<file path="src/rtl/optical_pkg.sv">
// Shared constants for the optical transceiver control block.
package optical_pkg;
   localparam int CLK_FREQ_MHZ  = 100;
   localparam int OSC_PERIOD_NS = 100;
   localparam int OSC_CYCLES    = OSC_PERIOD_NS * CLK_FREQ_MHZ / 1000;

   localparam int TX_LOCK_MIN_NS = 700;
   localparam int TX_LOCK_MAX_NS = 1100;
   localparam int RX_LOCK_MIN_NS = 300;
   localparam int RX_LOCK_MAX_NS = 700;
   localparam int TX_HOLD_CYCLES = (TX_LOCK_MIN_NS * CLK_FREQ_MHZ + 999) / 1000;
   localparam int RX_HOLD_CYCLES = (RX_LOCK_MIN_NS * CLK_FREQ_MHZ + 999) / 1000;
   localparam int HOLD_W         = 7;

   localparam int ALARM_NOM_NS    = 2000;
   localparam int ALARM_MIN_NS    = 1900;
   localparam int ALARM_MAX_NS    = 2100;
   localparam int SYNC_NOM_NS     = 3000;
   localparam int SYNC_MIN_NS     = 2900;
   localparam int SYNC_MAX_NS     = 3100;
   localparam int ALARM_MIN_TICKS = (ALARM_MIN_NS + OSC_PERIOD_NS - 1) / OSC_PERIOD_NS;
   localparam int ALARM_MAX_TICKS = ALARM_MAX_NS / OSC_PERIOD_NS;
   localparam int SYNC_MIN_TICKS  = (SYNC_MIN_NS + OSC_PERIOD_NS - 1) / OSC_PERIOD_NS;
   localparam int SYNC_MAX_TICKS  = SYNC_MAX_NS / OSC_PERIOD_NS;

   localparam int STEADY_LIGHT_TIME_NS = 11400;
   localparam int STEADY_TICKS         = 114;
   localparam int TICK_W               = 7;

   localparam int RESET_STRETCH_US     = 3400;
   localparam int RESET_STRETCH_CYCLES = RESET_STRETCH_US * CLK_FREQ_MHZ;
   localparam int STRETCH_W            = 19;
   localparam int SLEEP_ENTRY_MIN_MS   = 10;
   localparam int SLEEP_ENTRY_MAX_MS   = 20;
   localparam int SLEEP_ENTRY_CYCLES   = SLEEP_ENTRY_MIN_MS * 1000 * CLK_FREQ_MHZ;
   localparam int SLEEP_W              = 20;
   localparam int WAKEUP_TIME_MS       = 10;
   localparam int WAKE_PULSES          = 8;
   localparam int PULSE_CNT_W          = 4;

   typedef enum logic [1:0] {
      MODE_STRETCH = 2'h0,
      MODE_ACTIVE  = 2'h1,
      MODE_SLEEP   = 2'h3,
      MODE_WAKE    = 2'h2
   } mode_type;
endpackage

</file>
<file path="src/rtl/pin_sync.sv">
// Three-stage pin synchroniser that accepts a change once stages two and three agree.
`timescale 1ns/1ps
`default_nettype none
module pin_sync #(
   parameter logic INIT = 1'b0
) (
   input  wire logic clk,
   input  wire logic rst,
   input  wire logic pin,
   output logic      level
);
   logic stage1_reg;
   logic stage2_reg;
   logic stage3_reg;

   always_ff @(posedge clk) begin
      if (rst) begin
         stage1_reg <= INIT;
         stage2_reg <= INIT;
         stage3_reg <= INIT;
         level      <= INIT;
      end else begin
         stage1_reg <= pin;
         stage2_reg <= stage1_reg;
         stage3_reg <= stage2_reg;
         if (stage2_reg == stage3_reg) begin
            level <= stage3_reg;
         end
      end
   end
endmodule
`default_nettype wire

</file>
<file path="src/rtl/pulse_classifier.sv">
// Pulse width classifier counting oscillator ticks from each pulse start.
`timescale 1ns/1ps
`default_nettype none
module pulse_classifier (
   input  wire logic clk,
   input  wire logic rst,
   input  wire logic clear,
   input  wire logic oscTick,
   input  wire logic active,
   output logic      syncPulse,
   output logic      alarmPulse,
   output logic      pulseEnd,
   output logic      steadyHit
);
   localparam logic [optical_pkg::TICK_W-1:0] STEADY =
      optical_pkg::TICK_W'(optical_pkg::STEADY_TICKS);

   logic                        activePrev_reg;
   logic [optical_pkg::TICK_W-1:0] tickCnt_reg;
   logic                        ends;

   function automatic logic inWindow(input logic [optical_pkg::TICK_W-1:0] cnt,
                                     input int lo, input int hi);
      inWindow = (int'(cnt) >= lo) && (int'(cnt) <= hi);
   endfunction

   assign ends = activePrev_reg & ~active;

   // The count saturates so that a long pulse cannot wrap into a valid window.
   always_ff @(posedge clk) begin
      if (rst || clear) begin
         activePrev_reg <= 1'b0;
         tickCnt_reg    <= '0;
      end else begin
         activePrev_reg <= active;
         if (active && !activePrev_reg) begin
            tickCnt_reg <= '0;
         end else if (active && oscTick && tickCnt_reg != STEADY) begin
            tickCnt_reg <= tickCnt_reg + 1'b1;
         end
      end
   end

   always_ff @(posedge clk) begin
      if (rst || clear) begin
         syncPulse  <= 1'b0;
         alarmPulse <= 1'b0;
         pulseEnd   <= 1'b0;
         steadyHit  <= 1'b0;
      end else begin
         alarmPulse <= ends && inWindow(tickCnt_reg, optical_pkg::ALARM_MIN_TICKS,
                                        optical_pkg::ALARM_MAX_TICKS);
         syncPulse  <= ends && inWindow(tickCnt_reg, optical_pkg::SYNC_MIN_TICKS,
                                        optical_pkg::SYNC_MAX_TICKS);
         pulseEnd   <= ends;
         steadyHit  <= active && tickCnt_reg == STEADY;
      end
   end
endmodule
`default_nettype wire

</file>
<file path="src/rtl/optical_transceiver_control.sv">
// Top level of the half-duplex optical transceiver control logic.
`timescale 1ns/1ps
`default_nettype none
// Summary of operation
// - Low transmit input lights the emitter; high turns it off.
// - Received light drives the receive output low, darkness high.
// - Receive output is push-pull, active low, blockable by transmit lock.
// - Transmit input is inverted and gated by the receive lock.
// - Activity on one path blocks the other, held after the edge, retriggerable.
// - Hold after transmit activity lasts 700 to 1100 ns.
// - Hold after receive activity lasts 300 to 700 ns.
// - Continuous light removes the lock on the transmit path.
// - A 1900 to 2100 ns pulse is an alarm and sets the alarm output.
// - A 2900 to 3100 ns pulse is a sync pulse.
// - Alarm clears on sync, power-on, continuous light and sleep entry.
// - Alarm is accepted only after a sync since power-on or wake-up.
// - Continuous light is declared after 114 oscillator periods.
// - Power-on resets all units, enters normal mode, alarm inactive; the hold counters, transmit classifier and time base are not reset by it.
// - Reset is stretched 3.4 ms with both outputs locked.
// - Sync pulses pass unchanged and clear a pending alarm.
// - Further alarms keep the alarm set; data flows as normal.
// - Continuous light blocks the receive output and clears the alarm.
// - Output unblocks after a valid sync or alarm without continuous light.
// - After the sleep-entry time with dark or steady light, enter sleep.
// - Sleep-entry time from the last transmitted bit is 10 to 20 ms.
// - Active mode follows within 10 ms of the first wake-up pattern.
// - Wake-up acts as a reset stretched by 3.4 ms.
// - After wake-up, continuous light detection waits for 8 pulses.
// - A falling transmit input wakes at once and passes to the emitter.
module optical_transceiver_control #(
   parameter logic [optical_pkg::STRETCH_W-1:0] RESET_STRETCH =
      optical_pkg::STRETCH_W'(optical_pkg::RESET_STRETCH_CYCLES),
   parameter logic [optical_pkg::SLEEP_W-1:0]   SLEEP_ENTRY   =
      optical_pkg::SLEEP_W'(optical_pkg::SLEEP_ENTRY_CYCLES)
) (
   input  wire logic clk,
   input  wire logic rst,
   input  wire logic txDataIn,
   input  wire logic lightDetected,
   input  wire logic powerOnPulse,
   input  wire logic wakeupDetect,
   output logic      emitterDriveOut,
   output logic      rxDataOut,
   output logic      alarmOut,
   output logic      alarmOe,
   output logic      sleepMode
);
   localparam logic [optical_pkg::HOLD_W-1:0] TX_HOLD =
      optical_pkg::HOLD_W'(optical_pkg::TX_HOLD_CYCLES);
   localparam logic [optical_pkg::HOLD_W-1:0] RX_HOLD =
      optical_pkg::HOLD_W'(optical_pkg::RX_HOLD_CYCLES);
   localparam logic [optical_pkg::TICK_W-1:0] OSC_LAST =
      optical_pkg::TICK_W'(optical_pkg::OSC_CYCLES - 1);
   localparam logic [optical_pkg::PULSE_CNT_W-1:0] WAKE_PULSES =
      optical_pkg::PULSE_CNT_W'(optical_pkg::WAKE_PULSES);
   localparam int TxHold   = optical_pkg::TX_HOLD_CYCLES;
   localparam int TxHoldP1 = optical_pkg::TX_HOLD_CYCLES + 1;
   localparam int RxHold   = optical_pkg::RX_HOLD_CYCLES;
   localparam int RxHoldP1 = optical_pkg::RX_HOLD_CYCLES + 1;

   logic                         txSync;
   logic                         lightSync;
   logic                         ponSync;
   logic                         wakeSync;
   logic                         txPrev_reg;
   logic                         txFall;
   logic                         txActive;

   optical_pkg::mode_type        mode_reg;
   logic [optical_pkg::STRETCH_W-1:0] stretchCnt_reg;
   logic [optical_pkg::SLEEP_W-1:0]   sleepCnt_reg;
   logic                         enterSleep;
   logic                         isActive;

   logic [optical_pkg::TICK_W-1:0] oscCnt_reg;
   logic                         oscTick;

   logic [optical_pkg::HOLD_W-1:0] txHoldCnt_reg;
   logic [optical_pkg::HOLD_W-1:0] rxHoldCnt_reg;
   logic                         txPassReg;
   logic                         rxPassReg;
   logic                         txHoldActive;
   logic                         rxHoldActive;
   logic                         txPass;
   logic                         rxPass;
   logic                         emitLock;

   logic                         rxSyncPulse;
   logic                         rxAlarmPulse;
   logic                         rxPulseEnd;
   logic                         rxSteadyHit;
   logic                         txSyncPulse;
   logic                         txAlarmPulse;
   logic                         steadyEn_reg;
   logic [optical_pkg::PULSE_CNT_W-1:0] pulseCnt_reg;
   logic                         steadyNow;
   logic                         outBlock_reg;
   logic                         syncSeen_reg;

   pin_sync #(.INIT(1'b1)) txSyncInst (
      .clk   (clk),
      .rst   (rst),
      .pin   (txDataIn),
      .level (txSync)
   );
   pin_sync #(.INIT(1'b0)) lightSyncInst (
      .clk   (clk),
      .rst   (rst),
      .pin   (lightDetected),
      .level (lightSync)
   );
   pin_sync #(.INIT(1'b0)) ponSyncInst (
      .clk   (clk),
      .rst   (rst),
      .pin   (powerOnPulse),
      .level (ponSync)
   );
   pin_sync #(.INIT(1'b0)) wakeSyncInst (
      .clk   (clk),
      .rst   (rst),
      .pin   (wakeupDetect),
      .level (wakeSync)
   );

   assign txActive = ~txSync;
   assign txFall   = txPrev_reg & ~txSync;
   assign isActive = (mode_reg == optical_pkg::MODE_ACTIVE);
   assign oscTick  = (oscCnt_reg == OSC_LAST);

   // Local time base standing in for the trimmed internal oscillator.
   always_ff @(posedge clk) begin
      if (rst || oscTick) begin
         oscCnt_reg <= '0;
      end else begin
         oscCnt_reg <= oscCnt_reg + 1'b1;
      end
   end

   always_ff @(posedge clk) begin
      if (rst) begin
         txPrev_reg <= 1'b1;
      end else begin
         txPrev_reg <= txSync;
      end
   end

   // Mode control: stretch after power-on, normal, sleep, stretch after wake-up.
   always_ff @(posedge clk) begin
      if (rst || ponSync) begin
         mode_reg       <= optical_pkg::MODE_STRETCH;
         stretchCnt_reg <= RESET_STRETCH;
      end else begin
         case (mode_reg)
            optical_pkg::MODE_STRETCH, optical_pkg::MODE_WAKE: begin
               if (stretchCnt_reg == '0) begin
                  mode_reg <= optical_pkg::MODE_ACTIVE;
               end else begin
                  stretchCnt_reg <= stretchCnt_reg - 1'b1;
               end
            end
            optical_pkg::MODE_ACTIVE: begin
               if (enterSleep) begin
                  mode_reg <= optical_pkg::MODE_SLEEP;
               end
            end
            optical_pkg::MODE_SLEEP: begin
               // The stretch is far shorter than the wake-up time allowed.
               if (wakeSync || txFall) begin
                  mode_reg       <= optical_pkg::MODE_WAKE;
                  stretchCnt_reg <= RESET_STRETCH;
               end
            end
            default: begin
               mode_reg <= optical_pkg::MODE_STRETCH;
            end
         endcase
      end
   end

   // Sleep timer restarts on each transmitted bit and on ordinary received light.
   always_ff @(posedge clk) begin
      if (rst || !isActive || txActive || (lightSync && !rxSteadyHit)) begin
         sleepCnt_reg <= '0;
      end else if (!enterSleep) begin
         sleepCnt_reg <= sleepCnt_reg + 1'b1;
      end
   end
   assign enterSleep = isActive && (sleepCnt_reg == SLEEP_ENTRY - 1'b1);

   always_ff @(posedge clk) begin
      if (rst) begin
         sleepMode <= 1'b0;
      end else begin
         sleepMode <= (mode_reg == optical_pkg::MODE_SLEEP);
      end
   end

   // Mutual lock. The transmit side wins a tie, so both paths never stall each other.
   assign emitLock     = (mode_reg == optical_pkg::MODE_STRETCH) || ponSync;
   assign txHoldActive = txPassReg || (txHoldCnt_reg != '0);
   assign rxHoldActive = rxPassReg || (rxHoldCnt_reg != '0);
   assign txPass = txActive && !emitLock && !(rxHoldActive && !steadyNow);
   assign rxPass = lightSync && isActive && !emitLock && !txHoldActive && !txPass;

   always_ff @(posedge clk) begin
      if (rst) begin
         txPassReg     <= 1'b0;
         txHoldCnt_reg <= '0;
      end else begin
         txPassReg <= txPass;
         if (txPassReg) begin
            txHoldCnt_reg <= TX_HOLD;
         end else if (txHoldCnt_reg != '0) begin
            txHoldCnt_reg <= txHoldCnt_reg - 1'b1;
         end
      end
   end

   always_ff @(posedge clk) begin
      if (rst) begin
         rxPassReg     <= 1'b0;
         rxHoldCnt_reg <= '0;
      end else begin
         rxPassReg <= rxPass;
         if (rxPassReg) begin
            rxHoldCnt_reg <= RX_HOLD;
         end else if (rxHoldCnt_reg != '0) begin
            rxHoldCnt_reg <= rxHoldCnt_reg - 1'b1;
         end
      end
   end

   always_ff @(posedge clk) begin
      if (rst) begin
         emitterDriveOut <= 1'b0;
         rxDataOut       <= 1'b1;
      end else begin
         emitterDriveOut <= txPass;
         rxDataOut       <= ~(rxPass && !outBlock_reg);
      end
   end

   pulse_classifier rxClassInst (
      .clk        (clk),
      .rst        (rst),
      .clear      (!isActive),
      .oscTick    (oscTick),
      .active     (lightSync),
      .syncPulse  (rxSyncPulse),
      .alarmPulse (rxAlarmPulse),
      .pulseEnd   (rxPulseEnd),
      .steadyHit  (rxSteadyHit)
   );
   pulse_classifier txClassInst (
      .clk        (clk),
      .rst        (rst),
      .clear      (mode_reg == optical_pkg::MODE_SLEEP),
      .oscTick    (oscTick),
      .active     (txActive),
      .syncPulse  (txSyncPulse),
      .alarmPulse (txAlarmPulse),
      .pulseEnd   (),
      .steadyHit  ()
   );

   // Steady light detection is held off after wake-up until enough pulses arrive.
   always_ff @(posedge clk) begin
      if (rst || ponSync) begin
         steadyEn_reg <= 1'b1;
         pulseCnt_reg <= '0;
      end else if (mode_reg == optical_pkg::MODE_WAKE) begin
         steadyEn_reg <= 1'b0;
         pulseCnt_reg <= '0;
      end else if (isActive && rxPulseEnd && !steadyEn_reg) begin
         pulseCnt_reg <= pulseCnt_reg + 1'b1;
         steadyEn_reg <= (pulseCnt_reg == WAKE_PULSES - 1'b1);
      end
   end
   assign steadyNow = rxSteadyHit && steadyEn_reg;

   // Output block: the set wins over a clear in the same cycle.
   always_ff @(posedge clk) begin
      if (rst || !isActive) begin
         outBlock_reg <= 1'b0;
      end else if (steadyNow) begin
         outBlock_reg <= 1'b1;
      end else if ((rxSyncPulse || rxAlarmPulse || txSyncPulse || txAlarmPulse)
                   && !rxSteadyHit) begin
         outBlock_reg <= 1'b0;
      end
   end

   always_ff @(posedge clk) begin
      if (rst || !isActive) begin
         syncSeen_reg <= 1'b0;
      end else if (rxSyncPulse) begin
         syncSeen_reg <= 1'b1;
      end
   end

   always_ff @(posedge clk) begin
      if (rst || !isActive || enterSleep || steadyNow) begin
         alarmOe <= 1'b0;
      end else if (rxAlarmPulse && syncSeen_reg) begin
         alarmOe <= 1'b1;
      end else if (rxSyncPulse) begin
         alarmOe <= 1'b0;
      end
   end
   // Open-drain: the pin is only ever pulled low.
   assign alarmOut = 1'b0;
endmodule
`default_nettype wire

</file>
<file path="config.mk">
export PLATFORM = sky130hd
export DESIGN_NAME = optical_transceiver_control
export DESIGN_NICKNAME = d
export VERILOG_FILES = /design/src/rtl/optical_pkg.sv /design/src/rtl/pin_sync.sv /design/src/rtl/pulse_classifier.sv /design/src/rtl/optical_transceiver_control.sv
export SDC_FILE = /design/constraint.sdc
export NUM_CORES = 1
export LEC_CHECK = 0
export BUFFER_PORTS_ARGS = -buffer_cell sky130_fd_sc_hd__buf_2
export CAP_MARGIN = 40
export CORE_MARGIN = 10
export CORE_UTILIZATION = 62
export DETAILED_ROUTE_END_ITERATION = 16
export PLACE_DENSITY = 0.79
export SLEW_MARGIN = 40
export SYNTH_ARGS = -nofsm -noshare
export SYNTH_HDL_FRONTEND = slang
export SYNTH_HIERARCHICAL = 1
export SYNTH_SLANG_ARGS = --single-unit
</file>
<file path="constraint.sdc">
create_clock -name clk -period 2.9 [get_ports clk]
set_input_delay 0.725 -clock clk [delete_from_list [all_inputs] [get_ports clk]]
set_output_delay 0.725 -clock clk [all_outputs]
set_load 0.02 [all_outputs]
</file>
# After elaboration in Yosys (flattened, before gate mapping)

Index checks and enable logic that the tools add are counted.

Input bits: 6
Bits in read-only memories: 0
Memory bits (writable): 0
Bits in registers: 113
Bits in latches: 0
Memories kept: 0

Reductions and logical operators: 74
Add/sub/neg operators: 8
Muxes and demuxes: 17
Eq/ne operators: 17
Divide/modulo/power cells: 0
Bitwise logic cells: 6
Order comparisons: 8
Shift operators: 0
Multiply operators: 0

Operators by type and width:

| operator              | number |
|---|---|
| $mux 19               | 2 |
| $pmux 19 s2           | 1 |
| $logic_and 1x1->1     | 30 |
| $ge 7x5->1 const B    | 4 |
| $le 7x5->1 const B    | 4 |
| $add 7x1->7 const B   | 3 |
| $add 20x1->20 const B | 1 |
| $eq 20x20->1 const B  | 1 |
| $logic_not 19->1      | 1 |
| $sub 19x1->19 const B | 1 |
| $logic_or 1x1->1      | 15 |
| $mux 7                | 2 |
| $ne 7x7->1 const B    | 2 |
| $reduce_bool 7->1     | 2 |
| $sub 7x1->7 const B   | 2 |
| $reduce_bool 2->1     | 6 |
| $reduce_or 2->1       | 6 |
| $logic_not 1->1       | 11 |
| $mux 5                | 2 |
| $ne 2x2->1 const B    | 4 |
| $eq 7x4->1 const B    | 1 |
| $eq 7x7->1 const B    | 1 |
| $mux 1                | 6 |
| $mux 2                | 3 |
| other kinds (10)      | 19 |

# Depth between registers and ports, before layout

Depth in word-level cells: 9
Mapped depth: 8
Mapped depth without buffers: 7

# By module

The synthesis kept the hierarchy.

By module, submodules not included:

| module                         | area an instance (um2) | cells each | times used |
|---|---|---|---|
| optical_transceiver_control    | 3443.3                 | 393        | 1 |
| pulse_classifier (txClassInst) | 590.6                  | 65         | 1 |
| pulse_classifier (rxClassInst) | 573.0                  | 65         | 1 |
| pin_sync (lightSyncInst ...)   | 112.6                  | 10         | 3 |
| pin_sync (txSyncInst)          | 115.1                  | 10         | 1 |

# Worst setup path before layout

OpenSTA, ideal clock, no wires.

Path type: flip-flop to flip-flop
From: register stretchCnt_reg[2] (netlist bit)
To: register stretchCnt_reg[17] (netlist bit)
Required time: 2.829 ns
Arrival: 1.977 ns
Path slack: 0.852 ns
Cell stages (with the launch flop): 6
Cells stage by stage: dfxtp_1 or4_4 a2111oi_4 nand4b_1 or3_1 a21oi_1

Longest elaborated chain between the ends: 3

RTL lines:

| item                                                     | RTL line                                                               | source |
|---|---|---|
| from (decl)                                              | optical_transceiver_control.sv:70                                      | `logic [optical_pkg::STRETCH_W-1:0] stretchCnt_reg;` |
| from (signal assigned)                                   | optical_transceiver_control.sv:158                                     | `stretchCnt_reg <= stretchCnt_reg - 1'b1;` |
| $sub 19x1->19 / $logic_not 19->1 (equally long branches) | optical_transceiver_control.sv:158, optical_transceiver_control.sv:155 |  |
| $mux 19 / $ne 2x2->1 (equally long branches)             | n/a                                                                    |  |
| $pmux 19 s2 / $reduce_and 3->1 (equally long branches)   | n/a                                                                    |  |

Parallel ways exist; a longest one is shown, timed or not. The select of a mux whose other input is x is not followed.
A chain may end at the register's enable or synchronous reset.

# Final worst setup path

Same ends and word-level chain as after synthesis.

==> summary.txt <==
Timing
  • Final setup viols: 0
  • Fin Clk Skew: 0.00810 ns
  • Tcrit/Tclk final: 78.5%
  • Post-layout minimum cycle time: 2.28 ns
  • Final Hold Vio Count: 0
  • Setup_tns: 0 ns
  • RSZ-0062 raised after global routing: false
  • Setup ws final: 0.623 ns
  • Relative slew slack: 46.8%
  • Slew @ Worst Pin: 0.796 ns
  • Max-slew violations: 0
  • Fmax: 439 MHz

Drt
  • Post-DR wirelength/cell: 14.5 µm
  • Met3 Wirelength: 394 µm
  • 1st-iter DRT viols: 191
  • Vias per Instance: 5.80
  • Post-Route WL: 10.1 mm
  • Drt first pass iters: 5
  • DRC: 0
  • Final ANT Viol Nets: 0
  • Via count: 4035
  • WL met1: 4.62 mm
  • WL met2: 4.98 mm
  • Top Metal Used: met4

Clocking
  • Clk_lat worst skew: 0.51 ns
  • CTS buffer count: 17
  • CTS H-tree depth: 4
  • Post-CTS Setup Bufs: 0
  • CTS Hold Bufs: 0
  • Resized Gates After CTS: 0
  • Total clock sinks: 113
  • CTS clk-pin slew, worst paths: 0.06 ns
  • Root buffer cell: clkbuf_8
  • Clock Path Buffers: 2
  • CTS tree: built

Die
  • Initial Utilization: 64.2%
  • Die Area: 12100 µm²
  • Die Wd: 110 µm
  • Num ports: 11
  • Total core area: 7810 µm²
  • Rows: 32
  • Die height: 110 µm

Worst setup path
  • Crit end category: flop
  • Critical-path cell list: or4_4 -> a2111oi_4 -> nand4b_1 -> or3_1 -> a21oi_1
  • Critical Path RT: 3.34 ns
  • WP data arrival: 2.72 ns
  • Crit path max-delay family: simple AND/OR/NAND/NOR gates
  • Crit path launch type: flop
  • Worst setup path class: reg -> reg
  • Slowest stage delay, CP: 0.63 ns
  • Worst-path maximum fanout: 10
  • Bufs and invs on worst path: 0
  • Critical-path top delay cell: a2111oi_4

Job
  • Max-Cap Viols: 0

Pwr
  • Worst vdd ir: 0.487 mV
  • Power Dens Cells: 750 nW/µm²
  • Power Total: 4300 µW
  • Leak Pwr: 0.00206 µW

Finish
  • Layout cells sized above 1: 10.6%
  • Largest register FFs: 20
  • Most common cell after layout, fill and taps aside: dfxtp_1
  • Nets: 600
  • Number of fill cells in the layout: 553
  • Multi-input logic area: 2630 µm²
  • Commonest cells after routing, fill and taps aside: 113 x dfxtp_1, 67 x nor2_1, 43 x nand2_1, 33 x a21oi_1, 24 x nand3_1
  • Antenna diodes: 0
  • Non-Filler Instances: 696
  • Reg area: 2260 µm²
  • Area delta synth->final: 14.3%

Placement
  • Dpl hpwl: 6.77 mm
  • Gpl congestion: 0.852
  • # port buffers: 9
  • Pre-CTS WS: 0.665 ns
  • Placed cells: 664

GRT
  • Vias in the first global route: 3808
  • Largest net degree at the start of global routing: 27
  • Tot GR Track Use: 17.5%
  • Initial antenna violation count: 0
  • Global route overflow: 0
  • First-pass GRT wire length: 17.0 mm

Min path
  • Hold WC Path Type: in -> reg

Yosys
  • Post-Syn Area: 5010 µm²
  • Post-Syn Instances: 560
  • Synth Net Count: 579
  • Syn. warnings: 6
  • Syn avg cell area: 8.95 µm²

Outcome
  • Status: finished clean
cell type report:
class / count / share of cell area, %
well taps: 102 / 2.23
multi-input cells: 416 / 45.8
inverters: 19 / 1.24
clock buffers: 21 / 7.84
flip-flops and latches: 113 / 39.5
repair buffers: 14 / 1.44
clock inverters: 11 / 1.97
through the flow:
| step | instance area [µm²] | util [%] | hold slack, ns |
|---|---|---|---|
| 2_1_floorplan | 5010 | - | 0.383 |
| 3_3_place_gp | 5160 | 66.1 | 0.418 |
| 3_5_place_dp | 5160 | 66.1 | 0.429 |
| 4_1_cts | 5720 | 73.3 | 0.404 |
| 5_1_grt | 5730 | 73.4 | 0.410 |
| 6_report | 5730 | 73.4 | 0.421 |
layer usage:
layer	vias to the layer above	global-route usage (%)
li1	2038	-
met1	1923	21.1
met2	65	28.6
met3	9	5.50
met4	0	6.69
met5	-	0
where the power goes:
part / switching (µW) / internal [µW] / leakage, µW
clock: 697 / 1260 / 0.000273
sequential: 86.0 / 1660 / 0.000918
combinational: 322 / 273 / 0.000869
final timing paths:
path                                                    endpoint  slack, ns  depth (start not counted)                      startpoint
worst max-delay path             stretchCnt_reg[17]$_SDFFE_PP0P_       0.62                          5  stretchCnt_reg[2]$_SDFFE_PP0P_
worst min-delay path            txSyncInst/stage1_reg$_SDFF_PP1_       0.42                          2                        txDataIn
worst max register to register   stretchCnt_reg[17]$_SDFFE_PP0P_       0.62                          5  stretchCnt_reg[2]$_SDFFE_PP0P_
worst min register to register              rxDataOut$_SDFF_PP1_       0.44                          1       outBlock_reg$_SDFFE_PP0P_
Note: power is estimated with default switching activity, not from simulation.
